**src/rtl/lsdc_pkg.sv**
```systemverilog
// constants and types shared by the soft-start and dimming slice
package lsdc_pkg;
   // -------------------------------------------------------------
   // channel and step geometry
   // -------------------------------------------------------------
   localparam int         NUM_CH       = 8;
   localparam int         NUM_STEPS    = 8;
   localparam int         STEP_W       = 4;
   // step value 1 means one ninth of full scale, 9 means full scale
   localparam logic [3:0] STEP_INIT    = 4'h1;
   localparam logic [3:0] STEP_FULL    = 4'h9;
   localparam logic [3:0] STEP_INC     = 4'h1;
   localparam logic [3:0] STEP_OFF     = 4'h0;
   localparam logic [7:0] CH_ALL_ON    = 8'hff;
   localparam logic [7:0] CH_ALL_OFF   = 8'h00;
   // -------------------------------------------------------------
   // timing
   // -------------------------------------------------------------
   localparam int         CLK_PERIOD_NS = 10;
   localparam int         STEP_TIME_MS  = 2;
   localparam int         STEP_CYCLES   = (STEP_TIME_MS * 1000000) / CLK_PERIOD_NS;
   localparam int         TMR_W         = 18;
   typedef enum logic [1:0] {LSDC_IDLE, LSDC_RAMP, LSDC_DONE} lsdc_state_e;
endpackage : lsdc_pkg

```
**src/rtl/lsdc_ss_if.sv**
```systemverilog
// interface between the top and the soft-start stepper
`timescale 1ns/10ps
interface lsdc_ss_if;
   logic                 run;
   logic                 conduct;
   logic [3:0]           step;
   logic                 done;
   modport top (output run, output conduct, input step, input done);
   modport ss  (input run, input conduct, output step, output done);
endinterface : lsdc_ss_if

```
**src/rtl/lsdc_softstart.sv**
```systemverilog
// soft-start current-limit stepper
`timescale 1ns/10ps
module lsdc_softstart #(
   parameter int STEP_CYCLES = lsdc_pkg::STEP_CYCLES
) (
   input  wire logic sys_clk,
   input  wire logic arst_n,
   lsdc_ss_if.ss     ssi
);
   lsdc_pkg::lsdc_state_e state;
   logic [lsdc_pkg::TMR_W-1:0] tmr;
   logic                       seen;
   logic                       interval_up;

   localparam logic [lsdc_pkg::TMR_W-1:0] TMR_LAST = lsdc_pkg::TMR_W'(STEP_CYCLES - 1);
   assign interval_up = (tmr == TMR_LAST);

   // -------------------------------------------------------------
   // interval timer, runs only while ramping
   // -------------------------------------------------------------
   always_ff @(posedge sys_clk or negedge arst_n) begin
      if (!arst_n) begin
         tmr <= '0;
      end else if (!ssi.run || state != lsdc_pkg::LSDC_RAMP) begin
         tmr <= '0;
      end else if (!interval_up) begin
         tmr <= tmr + 1'b1;
      end else if (seen || ssi.conduct) begin
         tmr <= '0;
      end
   end

   // conduction seen since last step; set wins over the step clear
   always_ff @(posedge sys_clk or negedge arst_n) begin
      if (!arst_n) begin
         seen <= 1'b0;
      end else if (!ssi.run) begin
         seen <= 1'b0;
      end else if (ssi.conduct) begin
         seen <= 1'b1;
      end else if (interval_up) begin
         seen <= 1'b0;
      end
   end

   // -------------------------------------------------------------
   // step sequencer
   // -------------------------------------------------------------
   always_ff @(posedge sys_clk or negedge arst_n) begin
      if (!arst_n) begin
         state    <= lsdc_pkg::LSDC_IDLE;
         ssi.step <= lsdc_pkg::STEP_OFF;
      end else if (!ssi.run) begin
         state    <= lsdc_pkg::LSDC_IDLE;
         ssi.step <= lsdc_pkg::STEP_OFF;
      end else begin
         unique case (state)
            lsdc_pkg::LSDC_IDLE: begin
               state    <= lsdc_pkg::LSDC_RAMP;
               ssi.step <= lsdc_pkg::STEP_INIT;
            end
            lsdc_pkg::LSDC_RAMP: begin
               // hold here while no string conducted in the interval
               if (interval_up && (seen || ssi.conduct)) begin
                  ssi.step <= ssi.step + lsdc_pkg::STEP_INC;
                  if (ssi.step == lsdc_pkg::STEP_FULL - lsdc_pkg::STEP_INC) begin
                     state <= lsdc_pkg::LSDC_DONE;
                  end
               end
            end
            lsdc_pkg::LSDC_DONE: begin
               ssi.step <= lsdc_pkg::STEP_FULL;
            end
         endcase
      end
   end

   assign ssi.done = (state == lsdc_pkg::LSDC_DONE);

   // -------------------------------------------------------------
   // checks
   // -------------------------------------------------------------
   property p_step_bounds;
      @(posedge sys_clk) disable iff (!arst_n)
         ssi.step <= lsdc_pkg::STEP_FULL;
   endproperty
   a_step_bounds: assert property (p_step_bounds) else $error("step above full scale");

   property p_first_step;
      @(posedge sys_clk) disable iff (!arst_n)
         $rose(ssi.run) |=> ssi.step == lsdc_pkg::STEP_INIT;
   endproperty
   a_first_step: assert property (p_first_step) else $error("ramp did not start at one ninth");

   property p_step_by_one;
      @(posedge sys_clk) disable iff (!arst_n)
         ssi.run && $past(ssi.run) && ssi.step != $past(ssi.step)
            |-> ssi.step == $past(ssi.step) + lsdc_pkg::STEP_INC;
   endproperty
   a_step_by_one: assert property (p_step_by_one) else $error("step changed by more than one");

   property p_hold_no_conduct;
      @(posedge sys_clk) disable iff (!arst_n)
         ssi.run && interval_up && !seen && !ssi.conduct && state == lsdc_pkg::LSDC_RAMP
            |=> $stable(ssi.step);
   endproperty
   a_hold_no_conduct: assert property (p_hold_no_conduct) else $error("stepped without conduction");

   property p_restart;
      @(posedge sys_clk) disable iff (!arst_n)
         !ssi.run |=> ssi.step == lsdc_pkg::STEP_OFF;
   endproperty
   a_restart: assert property (p_restart) else $error("step not cleared while disabled");

   property p_saturate;
      @(posedge sys_clk) disable iff (!arst_n)
         ssi.done && ssi.run |=> ssi.step == lsdc_pkg::STEP_FULL;
   endproperty
   a_saturate: assert property (p_saturate) else $error("step left full scale");

   c_done: cover property (@(posedge sys_clk) disable iff (!arst_n) $rose(ssi.done));
   c_held: cover property (@(posedge sys_clk) disable iff (!arst_n)
      interval_up && !seen && !ssi.conduct && state == lsdc_pkg::LSDC_RAMP);
endmodule : lsdc_softstart

```
**src/rtl/lsdc_top.sv**
```systemverilog
// soft-start sequencer and enable-qualified pwm dimming for eight channels
`timescale 1ns/10ps
// Notes on behaviour
// - current limit ramps in exactly eight increments
// - ramp starts at one ninth full scale
// - each increment adds one ninth, 2 ms apart
// - hold step until some channel conducts
// - re-enable restarts soft-start from first step
// - no current control while enable low
// - channel on/off follows external pwm input, ANDed with bus_pwm while bus_dim_en is high
// - all eight channels gated together
// - duty 0.4 to 100 percent up to 30 kHz
// - undervoltage lockout resets all digital state
module lsdc_top #(
   parameter int STEP_CYCLES = lsdc_pkg::STEP_CYCLES
) (
   input  wire logic        sys_clk,
   input  wire logic        arst_n,
   input  wire logic        uvlo,
   input  wire logic        led_en,
   input  wire logic        pwm_in,
   input  wire logic        bus_dim_en,
   input  wire logic        bus_pwm,
   input  wire logic [7:0]  ch_conduct,
   output logic      [3:0]  ilim_step,
   output logic             ss_done,
   output logic             boost_run,
   output logic      [7:0]  ch_on
);
   lsdc_ss_if ssi ();
   logic      lock_n;
   logic      pwm_sel;

   // -------------------------------------------------------------
   // lockout and enable qualification
   // -------------------------------------------------------------
   // uvlo clears everything synchronously; arst_n stays the only async reset
   always_ff @(posedge sys_clk or negedge arst_n) begin
      if (!arst_n) begin
         lock_n <= 1'b0;
      end else begin
         lock_n <= !uvlo;
      end
   end

   assign ssi.run     = led_en && lock_n && !uvlo;
   assign ssi.conduct = |ch_conduct;

   lsdc_softstart #(
      .STEP_CYCLES (STEP_CYCLES)
   ) u_ss (
      .sys_clk (sys_clk),
      .arst_n  (arst_n),
      .ssi     (ssi)
   );

   // -------------------------------------------------------------
   // dimming path
   // -------------------------------------------------------------
   // standalone mode uses pwm_in; bus idle means bus_dim_en low
   assign pwm_sel = bus_dim_en ? (bus_pwm && pwm_in) : pwm_in;

   // no pulse filtering, so short duties pass one clock at 10 ns
   always_ff @(posedge sys_clk or negedge arst_n) begin
      if (!arst_n) begin
         ch_on     <= lsdc_pkg::CH_ALL_OFF;
         boost_run <= 1'b0;
      end else begin
         ch_on     <= (ssi.run && pwm_sel) ? lsdc_pkg::CH_ALL_ON
                                           : lsdc_pkg::CH_ALL_OFF;
         boost_run <= ssi.run;
      end
   end

   assign ilim_step = ssi.step;
   assign ss_done   = ssi.done;

   // -------------------------------------------------------------
   // checks
   // -------------------------------------------------------------
   property p_off_when_disabled;
      @(posedge sys_clk) disable iff (!arst_n)
         !led_en |=> ch_on == lsdc_pkg::CH_ALL_OFF && !boost_run;
   endproperty
   a_off_when_disabled: assert property (p_off_when_disabled) else $error("current while disabled");

   property p_track_pwm;
      @(posedge sys_clk) disable iff (!arst_n)
         ssi.run && !bus_dim_en |=> ch_on == {lsdc_pkg::NUM_CH{$past(pwm_in)}};
   endproperty
   a_track_pwm: assert property (p_track_pwm) else $error("channels do not follow pwm input");

   property p_gang;
      @(posedge sys_clk) disable iff (!arst_n)
         ch_on == lsdc_pkg::CH_ALL_ON || ch_on == lsdc_pkg::CH_ALL_OFF;
   endproperty
   a_gang: assert property (p_gang) else $error("channels not gated together");

   property p_uvlo;
      @(posedge sys_clk) disable iff (!arst_n)
         uvlo |=> !boost_run && ilim_step == lsdc_pkg::STEP_OFF ##1 !ss_done;
   endproperty
   a_uvlo: assert property (p_uvlo) else $error("state kept through lockout");

   c_pwm_on:  cover property (@(posedge sys_clk) disable iff (!arst_n) $rose(ch_on[0]));
   c_reen:    cover property (@(posedge sys_clk) disable iff (!arst_n) $rose(led_en));
   c_uvlo:    cover property (@(posedge sys_clk) disable iff (!arst_n) $rose(uvlo) && ss_done);
endmodule : lsdc_top

```
**config.mk**
```make
export PLATFORM = sky130hd
export DESIGN_NAME = lsdc_top
export DESIGN_NICKNAME = d
export VERILOG_FILES = /design/src/rtl/lsdc_pkg.sv /design/src/rtl/lsdc_ss_if.sv /design/src/rtl/lsdc_softstart.sv /design/src/rtl/lsdc_top.sv
export SDC_FILE = /design/constraint.sdc
export NUM_CORES = 1
export LEC_CHECK = 0
export ABC_CLOCK_PERIOD_IN_PS = 1940
export BUFFER_PORTS_ARGS = -buffer_cell sky130_fd_sc_hd__buf_2
export CORE_ASPECT_RATIO = 1.5
export CORE_MARGIN = 2
export CORE_UTILIZATION = 50
export CTS_CLUSTER_DIAMETER = 30
export CTS_CLUSTER_SIZE = 40
export DETAILED_ROUTE_END_ITERATION = 6
export GPL_ROUTABILITY_DRIVEN = 0
export GPL_TIMING_DRIVEN = 0
export PLACE_DENSITY = 0.76
export SETUP_SLACK_MARGIN = 0.3
export SLEW_MARGIN = 40
export SYNTH_ARGS = -nofsm -noshare
export SYNTH_HDL_FRONTEND = slang
export SYNTH_SLANG_ARGS = --single-unit
export TNS_END_PERCENT = 30
```
**constraint.sdc**
```tcl
create_clock -name sys_clk -period 1.94 [get_ports sys_clk]
set_input_delay 0.388 -clock sys_clk [delete_from_list [all_inputs] [get_ports sys_clk]]
set_output_delay 0.388 -clock sys_clk [all_outputs]
set_load 0.03 [all_outputs]
```
==> out/qor.csv, run 1 <==
stage,metric,value,unit
status,run status,"complete, no violations",
synthesis,Netlist cell types,45,
synthesis,commonest register cell after synthesis,sky130_fd_sc_hd__dfrtp_1,
clocking,clock tree buffer depth,2,
critical_path,category of the critical setup timing path,flop to flop,
sta,Clock Skew,7.28,ps
clocking,deepest level of the CTS H-tree,1,
drt,DR WL/cell,15.8,um
critical_path,signal arrival time at the worst endpoint,2090,ps
layout,antenna fix cells,0,
grt,GR Util All Layers,22.0,%
clocking,total CTS buffers,3,
layout,Layout area overhead,29.3,%
grt,via count of the first global-routing pass,1381,
drt,Detailed Routing Iterations Pass 1,4,
layout,"commonest cells after routing, fill and taps aside","28 x sky130_fd_sc_hd__buf_2, 26 x sky130_fd_sc_hd__dfrtp_1, 22 x sky130_fd_sc_hd__buf_4",
clocking,clock net sink count,28,
worst_hold_path,class of the tightest hold or removal check,primary input to async pin,
layout,"most common cell after layout, fill and taps aside",sky130_fd_sc_hd__buf_2,
drt,"antenna viol nets, final",0,
critical_path,slack of the worst reg-to-reg path,20,ps
sta,count of pins over their slew limit,0,
power_and_ir_drop,ratio of total power to cell area,472,nW/um^2
floorplanning,area of the die,3720,sq um
floorplanning,Rows,25,
sta,final critical path time including I/O delays and setup,1920,ps
drt,drt drc,0,
critical_path,Crit-path slowest cell,sky130_fd_sc_hd__or4b_1,
drt,total wire length after detailed routing,4000,um
synthesis,"top cells by area, synth","sky130_fd_sc_hd__dfrtp_1 43%, sky130_fd_sc_hd__ha_1 4.6%, sky130_fd_sc_hd__nand3_1 4.6%",
sta,Setup WS post-layout,22.1,ps
layout,fill count,255,
synthesis,Post-synth EDFFs,0,
drt,initial drt markers,24,
synthesis,fraction of synthesized cell area taken by the top area cell type,43.2,%
power_and_ir_drop,internal power,0.759,mW
power_and_ir_drop,"IR drop worst, VDD",357,uV
floorplanning,count of pins on the block boundary,29,
critical_path,data required time at the worst endpoint,2110,ps
layout,post-layout instance area,2090,sq um
layout,area of combinational cells with multiple inputs,888,sq um
sta,hold violation count in the final report,0,
synthesis,Mapped Nets,186,
power_and_ir_drop,Clock power frac,31.9,%
drt,via count,1397,
synthesis,per-instance average area after synthesis,9.82,sq um
floorplanning,die width,50.5,um
sta,slew at the pin with the worst max-slew slack,635,ps
synthesis,fraction of synthesis flops using an asynchronous set or reset pin,100,%
grt,overall overflow remaining after global route,0,
placed_design,total of buffers placed on input and output ports,28,
power_and_ir_drop,portion of total power attributed to combinational logic,7.9,%
sta,maximum achievable frequency,521,MHz
sta,slew margin rel.,57.6,%
critical_path,critical path capture point type,flop,
clocking,clock tree from TritonCTS,done,
clocking,clock-pin transition on the worst setup and hold timing paths,90,ps
floorplanning,starting density of the core,51.8,%
clocking,number of hold-repair buffers added at the cts stage,0,
sta,final setup vio count,0,
synthesis,Yosys warning count,0,
synthesis,number of storage elements in the synthesis netlist,28,
synthesis,cell taking the most area after synthesis,sky130_fd_sc_hd__dfrtp_1,
placed_design,detailed-placement wirelength estimate,2750,um
layout,fraction of layout instances using a drive strength above 1,38.5,%
layout,net count reported at finish,236,
critical_path,Crit Reg-Reg Endpoint,u_ss.tmr[3],
critical_path,CP endpoint,u_ss.tmr[3],
power_and_ir_drop,static leakage,0.971,nW
synthesis,sequential share of the synthesized area,43.2,%
critical_path,origin of the critical flop-to-flop path,u_ss.tmr[12],
power_and_ir_drop,share of total power consumed by net switching,23.2,%
floorplanning,Core Area,3130,sq um
placed_design,area of placed instances,1820,sq um
grt,initial antenna violation count,0,
layout,flip-flop and latch area,703,sq um
run,Max Cap Viol,0,
critical_path,Worst path max stage delay,520,ps
critical_path,element type at the critical path start,flop,
drt,number of vias per cell,5.52,
critical_path,crit path from,u_ss.tmr[12],
clocking,insertion delay to the later sink of the worst-skew pair,270,ps
clocking,Root Buffer,sky130_fd_sc_hd__clkbuf_8,
critical_path,cells on worst reg2reg path,6,
power_and_ir_drop,relative contribution of sequential cells to total power,60.1,%
synthesis,number of instances in the synthesized netlist,165,
grt,pin count of the biggest net entering global routing,29,
placed_design,worst slack after detailed placement,-385,ps
power_and_ir_drop,net switching power,0.230,mW
critical_path,sequence of cells on the critical path,or4b_1 > nand3b_1 > buf_4 > o211ai_1 > o21a_1 > a21oi_1,
synthesis,area of the mapped netlist,1620,sq um
sta,ratio of final minimum period to clock period,98.9,%
floorplanning,vertical die dimension,73.7,um
critical_path,maximum fanout along the worst path,2,
grt,wire length of the first global-routing pass,6270,um
sta,setup repair after global routing missed its margin,yes,
[power groups by stage]
stage	registers [mW]	clock network, mW	logic, mW
4_1_cts	0.595	0.315	0.0777
3_5_place_dp	0.606	0	0.0748
2_1_floorplan	0.609	0	0.0340
6_report	0.595	0.316	0.0783
5_1_grt	0.596	0.327	0.0868
3_3_place_gp	0.605	0	0.0729
[metal layers]
layer	share of wire [%]	vias up	wire [um]	global-route usage, %
li1	-	676	-	-
met1	37	681	1470	24.1
met2	58	30	2340	43.1
met3	2.6	10	103	2.64
met4	2.2	0	87	6.91
met5	0	-	0	0
[registers in the layout, summed over array words and instances (netlist names)]
signal	count
u_ss.state	2
u_ss.seen	1
u_ss.tmr	18
ch_on	1
u_ss.ssi.step	4
lock_n	1
boost_run	1
[cell families after synthesis]
kind of cell	share of synthesized area [%]
AO/OA/AOI/OAI	11.1
multiplexers	1.39
XOR/XNOR	7.57
flip-flops	43.2
adder cells (fa/ha/maj)	4.63
AND/OR/NAND/NOR	25.3
buffers and inverters	6.80
[cell usage after synthesis, drive strengths merged (3+ instances only)]
master,count
dfrtp,28
nor3,4
nor2,13
o21ai,10
ha,6
nand4,5
inv,10
xor2,8
and3,3
xnor2,6
nor4b,3
nand3,16
buf,9
a21oi,6
nand2,10
[how the worst min path moves through the flow]
stage,startpoint,endpoint,slack [ps],depth (start not counted)
CTS,arst_n,u_ss.tmr[15],140,1
global route,arst_n,u_ss.tmr[7],170,1
detailed placement,arst_n,u_ss.tmr[7],440,1
finish,arst_n,u_ss.tmr[2],120,1
global placement,arst_n,u_ss.tmr[9],440,1
floorplan,arst_n,boost_run,90,0
[timing repair]
item / in CTS / in global routing
buffers inserted: 10 / 7
pin swaps: 6 / 8
endpoints found under the setup margin: 23 / 25
gates resized for setup: 7 / 22
[final cells by class]
cell class | instances | area share, %
buffer | 10 | 4.00
clock buffer | 3 | 1.97
inverter | 10 | 1.79
multi-input combinational | 117 | 42.4
sequential | 28 | 33.6
tap | 40 | 2.39
timing repair buffer | 45 | 13.9
[metrics by stage]
stage	TNS [ps]	power, mW	hold WS [ps]	util (%)	instances
floorplan	0	0.643	92.4	-	165
global placement	-4600	0.678	436	58.2	233
global route	-108	1.01	172	67.0	253
detailed placement	-5930	0.680	443	58.2	233
CTS	0	0.987	145	63.3	246
finish	0	0.989	120	67.0	253
[critical path, delay by kind of cell (launching register included)]
family / cells / cell delay (ps)
AO/OA/AOI/OAI: 3 / 400
buffers and inverters: 1 / 210
flip-flops: 1 / 420
AND/OR/NAND/NOR: 2 / 780
Note: power is estimated with default switching activity, not from simulation.
==> inputs of run 2 (changes only) <==
Settings changed: CORE_MARGIN 2 to 4, CTS_BUF_LIST from default to sky130_fd_sc_hd__clkbuf_4 sky130_fd_sc_hd__clkbuf_8.
==> run 2 against run 1 <==
Non-clock buffer count is 4 lower. Register-to-register slack hardly changed. Power is 5.6% higher. Sequential power hardly changed. Combinational power is 3.6% higher. Setup slack better by 12 ps. Die area is 14% higher. Critical path type unchanged. Critical endpoint is now u_ss.state[0]. Highest routed layer unchanged.
==> out/qor.csv, run 2 (same netlist as run 1, synthesis figures left out) <==
stage,metric,value,unit,change
status,run status,"complete, no violations",,unchanged
clocking,deepest level of the CTS H-tree,1,,unchanged
placed_design,detailed-placement wirelength estimate,2770,um,was 2750 um
clocking,total CTS buffers,3,,unchanged
critical_path,maximum fanout along the worst path,5,,was 2
layout,fraction of layout instances using a drive strength above 1,40.5,%,was 38.5%
drt,initial drt markers,25,,was 24
power_and_ir_drop,ratio of total power to cell area,498,nW/um^2,was 472 nW/um^2
sta,slew at the pin with the worst max-slew slack,630,ps,was 635 ps
sta,maximum achievable frequency,525,MHz,was 521 MHz
floorplanning,starting density of the core,51.8,%,unchanged
placed_design,worst slack after detailed placement,-321,ps,was -385 ps
sta,count of pins over their slew limit,0,,unchanged
layout,post-route insts no fill,250,,was 253
drt,highest metal layer with signal wires,met4,,unchanged
critical_path,category of the critical setup timing path,flop to flop,,unchanged
layout,Largest register FFs,18,,unchanged
drt,number of vias per cell,5.68,,was 5.52
sta,final critical path time including I/O delays and setup,1910,ps,was 1920 ps
placed_design,total of buffers placed on input and output ports,28,,unchanged
clocking,clock tree from TritonCTS,done,,unchanged
layout,antenna fix cells,0,,unchanged
layout,net count reported at finish,232,,was 236
sta,Setup WS post-layout,33.7,ps,was 22.1 ps
layout,"commonest cells after routing, fill and taps aside","27 x sky130_fd_sc_hd__dfrtp_1, 27 x sky130_fd_sc_hd__buf_2, 19 x sky130_fd_sc_hd__buf_4",,"was 28 x sky130_fd_sc_hd__buf_2, 26 x sky130_fd_sc_hd__dfrtp_1, 22 x sky130_fd_sc_hd__buf_4"
clocking,Root Buffer,sky130_fd_sc_hd__clkbuf_8,,unchanged
sta,final setup vio count,0,,unchanged
layout,Largest regs,"u_ss.tmr x18, u_ss.ssi.step x4, u_ss.state x2",,unchanged
clocking,clock net sink count,28,,unchanged
clocking,clock tree buffer depth,2,,unchanged
floorplanning,Rows,25,,unchanged
drt,routed length on met3,124,um,was 103 um
drt,met2 wire length,2270,um,was 2340 um
grt,pin count of the biggest net entering global routing,29,,unchanged
placed_design,area of placed instances,1820,sq um,unchanged
placed_design,placed cell count,233,,unchanged
floorplanning,die width,54.5,um,was 50.5 um
floorplanning,vertical die dimension,77.7,um,was 73.7 um
critical_path,signal arrival time at the worst endpoint,2080,ps,was 2090 ps
drt,total wire length after detailed routing,3980,um,was 4000 um
clocking,clock-pin transition on the worst setup and hold timing paths,100,ps,was 90 ps
floorplanning,area of the die,4230,sq um,was 3720 sq um
critical_path,data required time at the worst endpoint,2120,ps,was 2110 ps
power_and_ir_drop,static leakage,0.967,nW,was 0.971 nW
drt,DR WL/cell,15.9,um,was 15.8 um
grt,overall overflow remaining after global route,0,,unchanged
sta,ratio of final minimum period to clock period,98.3,%,was 98.9%
drt,drt drc,0,,unchanged
drt,length of routed wiring on met1,1470,um,about the same
grt,initial antenna violation count,0,,unchanged
drt,Detailed Routing Iterations Pass 1,4,,unchanged
critical_path,critical path capture point type,flop,,unchanged
critical_path,element type at the critical path start,flop,,unchanged
worst_hold_path,class of the tightest hold or removal check,primary input to async pin,,unchanged
power_and_ir_drop,"Power, Total",1.04,mW,was 0.989 mW
layout,Layout area overhead,29.3,%,about the same
sta,hold violation count in the final report,0,,unchanged
layout,post-layout instance area,2100,sq um,was 2090 sq um
grt,via count of the first global-routing pass,1383,,was 1381
critical_path,cells on worst reg2reg path,6,,unchanged
sta,setup repair after global routing missed its margin,yes,,unchanged
layout,register ranked first by flip-flop count,u_ss.tmr,,unchanged
drt,via count,1420,,was 1397
floorplanning,Core Area,3130,sq um,unchanged
grt,wire length of the first global-routing pass,6370,um,was 6270 um
floorplanning,count of pins on the block boundary,29,,unchanged
grt,GR Util All Layers,20.0,%,was 22.0%
drt,"antenna viol nets, final",0,,unchanged
sta,Clock Skew,2.80,ps,was 7.28 ps
sta,final sum of negative setup slack,0,ps,unchanged
sta,slew margin rel.,58.0,%,was 57.6%
run,Max Cap Viol,0,,unchanged
clocking,number of hold-repair buffers added at the cts stage,0,,unchanged
power_and_ir_drop,"IR drop worst, VDD",547,uV,was 357 uV
clocking,insertion delay to the later sink of the worst-skew pair,280,ps,was 270 ps
[run 2: cell count changes in the layout (fill, tap and decap cells not counted), moves of 2 or more]
cell / before / now
sky130_fd_sc_hd__buf_4: 22 / 19
sky130_fd_sc_hd__o21ai_2: 0 / 2
sky130_fd_sc_hd__ha_2: 0 / 2
sky130_fd_sc_hd__ha_1: 5 / 3
sky130_fd_sc_hd__o21ai_1: 3 / 1
[run 2: worst max-delay path, stage by stage (launching register included)]
cell and delay (ps):
sky130_fd_sc_hd__dfrtp_1 390, sky130_fd_sc_hd__or4b_4 530, sky130_fd_sc_hd__nand3b_1 250, sky130_fd_sc_hd__o21ai_4 260
sky130_fd_sc_hd__buf_6 160, sky130_fd_sc_hd__nand2_4 40, sky130_fd_sc_hd__a22o_1 170
[run 2: worst paths after layout]
check,from,to,slack [ps]
max in group asynchronous,arst_n,u_ss.tmr[0],1380
worst max-delay path,u_ss.tmr[6],u_ss.state[0],30
worst max register to register,u_ss.tmr[6],u_ss.state[0],30
worst min-delay path,arst_n,u_ss.ssi.step[2],120
min in group sys_clk,uvlo,lock_n,280
worst min register to register,u_ss.tmr[0],u_ss.tmr[0],540
[run 2: through the flow]
stage / hold slack, ps / util [%]
after detailed placement: 439 / 58.2
after CTS: 134 / 63.5
final: 117 / 67.0
after global placement: 432 / 58.2
after floorplan: 92.4 / -
after global routing: 163 / 67.0
[run 2: report_power, final]
group | internal, mW | switching, mW
combinational | 0.0321 | 0.0490
clock | 0.182 | 0.185
sequential | 0.588 | 0.00653
total | 0.803 | 0.241
[run 2: layer usage]
layer	track usage, %	up-vias
met3	2.88	14
met4	7.73	0
met1	23.9	700
met2	34.5	38
met5	0	-
li1	-	668
[run 2: what timing repair did]
action	4_1_cts	5_1_grt
buffers inserted	10	3
endpoints found under the setup margin	23	23
resized for setup	10	25
pin swaps	4	12
[run 2: final cells by class]
| class | count | area, sq um |
|---|---|---|
| buffer | 10 | 82.6 |
| clock buffer | 4 | 55.1 |
| fill | 255 | 1030 |
| inverter | 10 | 37.5 |
| multi-input combinational | 117 | 917 |
| sequential | 28 | 702 |
| tap | 40 | 50.0 |
| timing repair buffer | 41 | 251 |
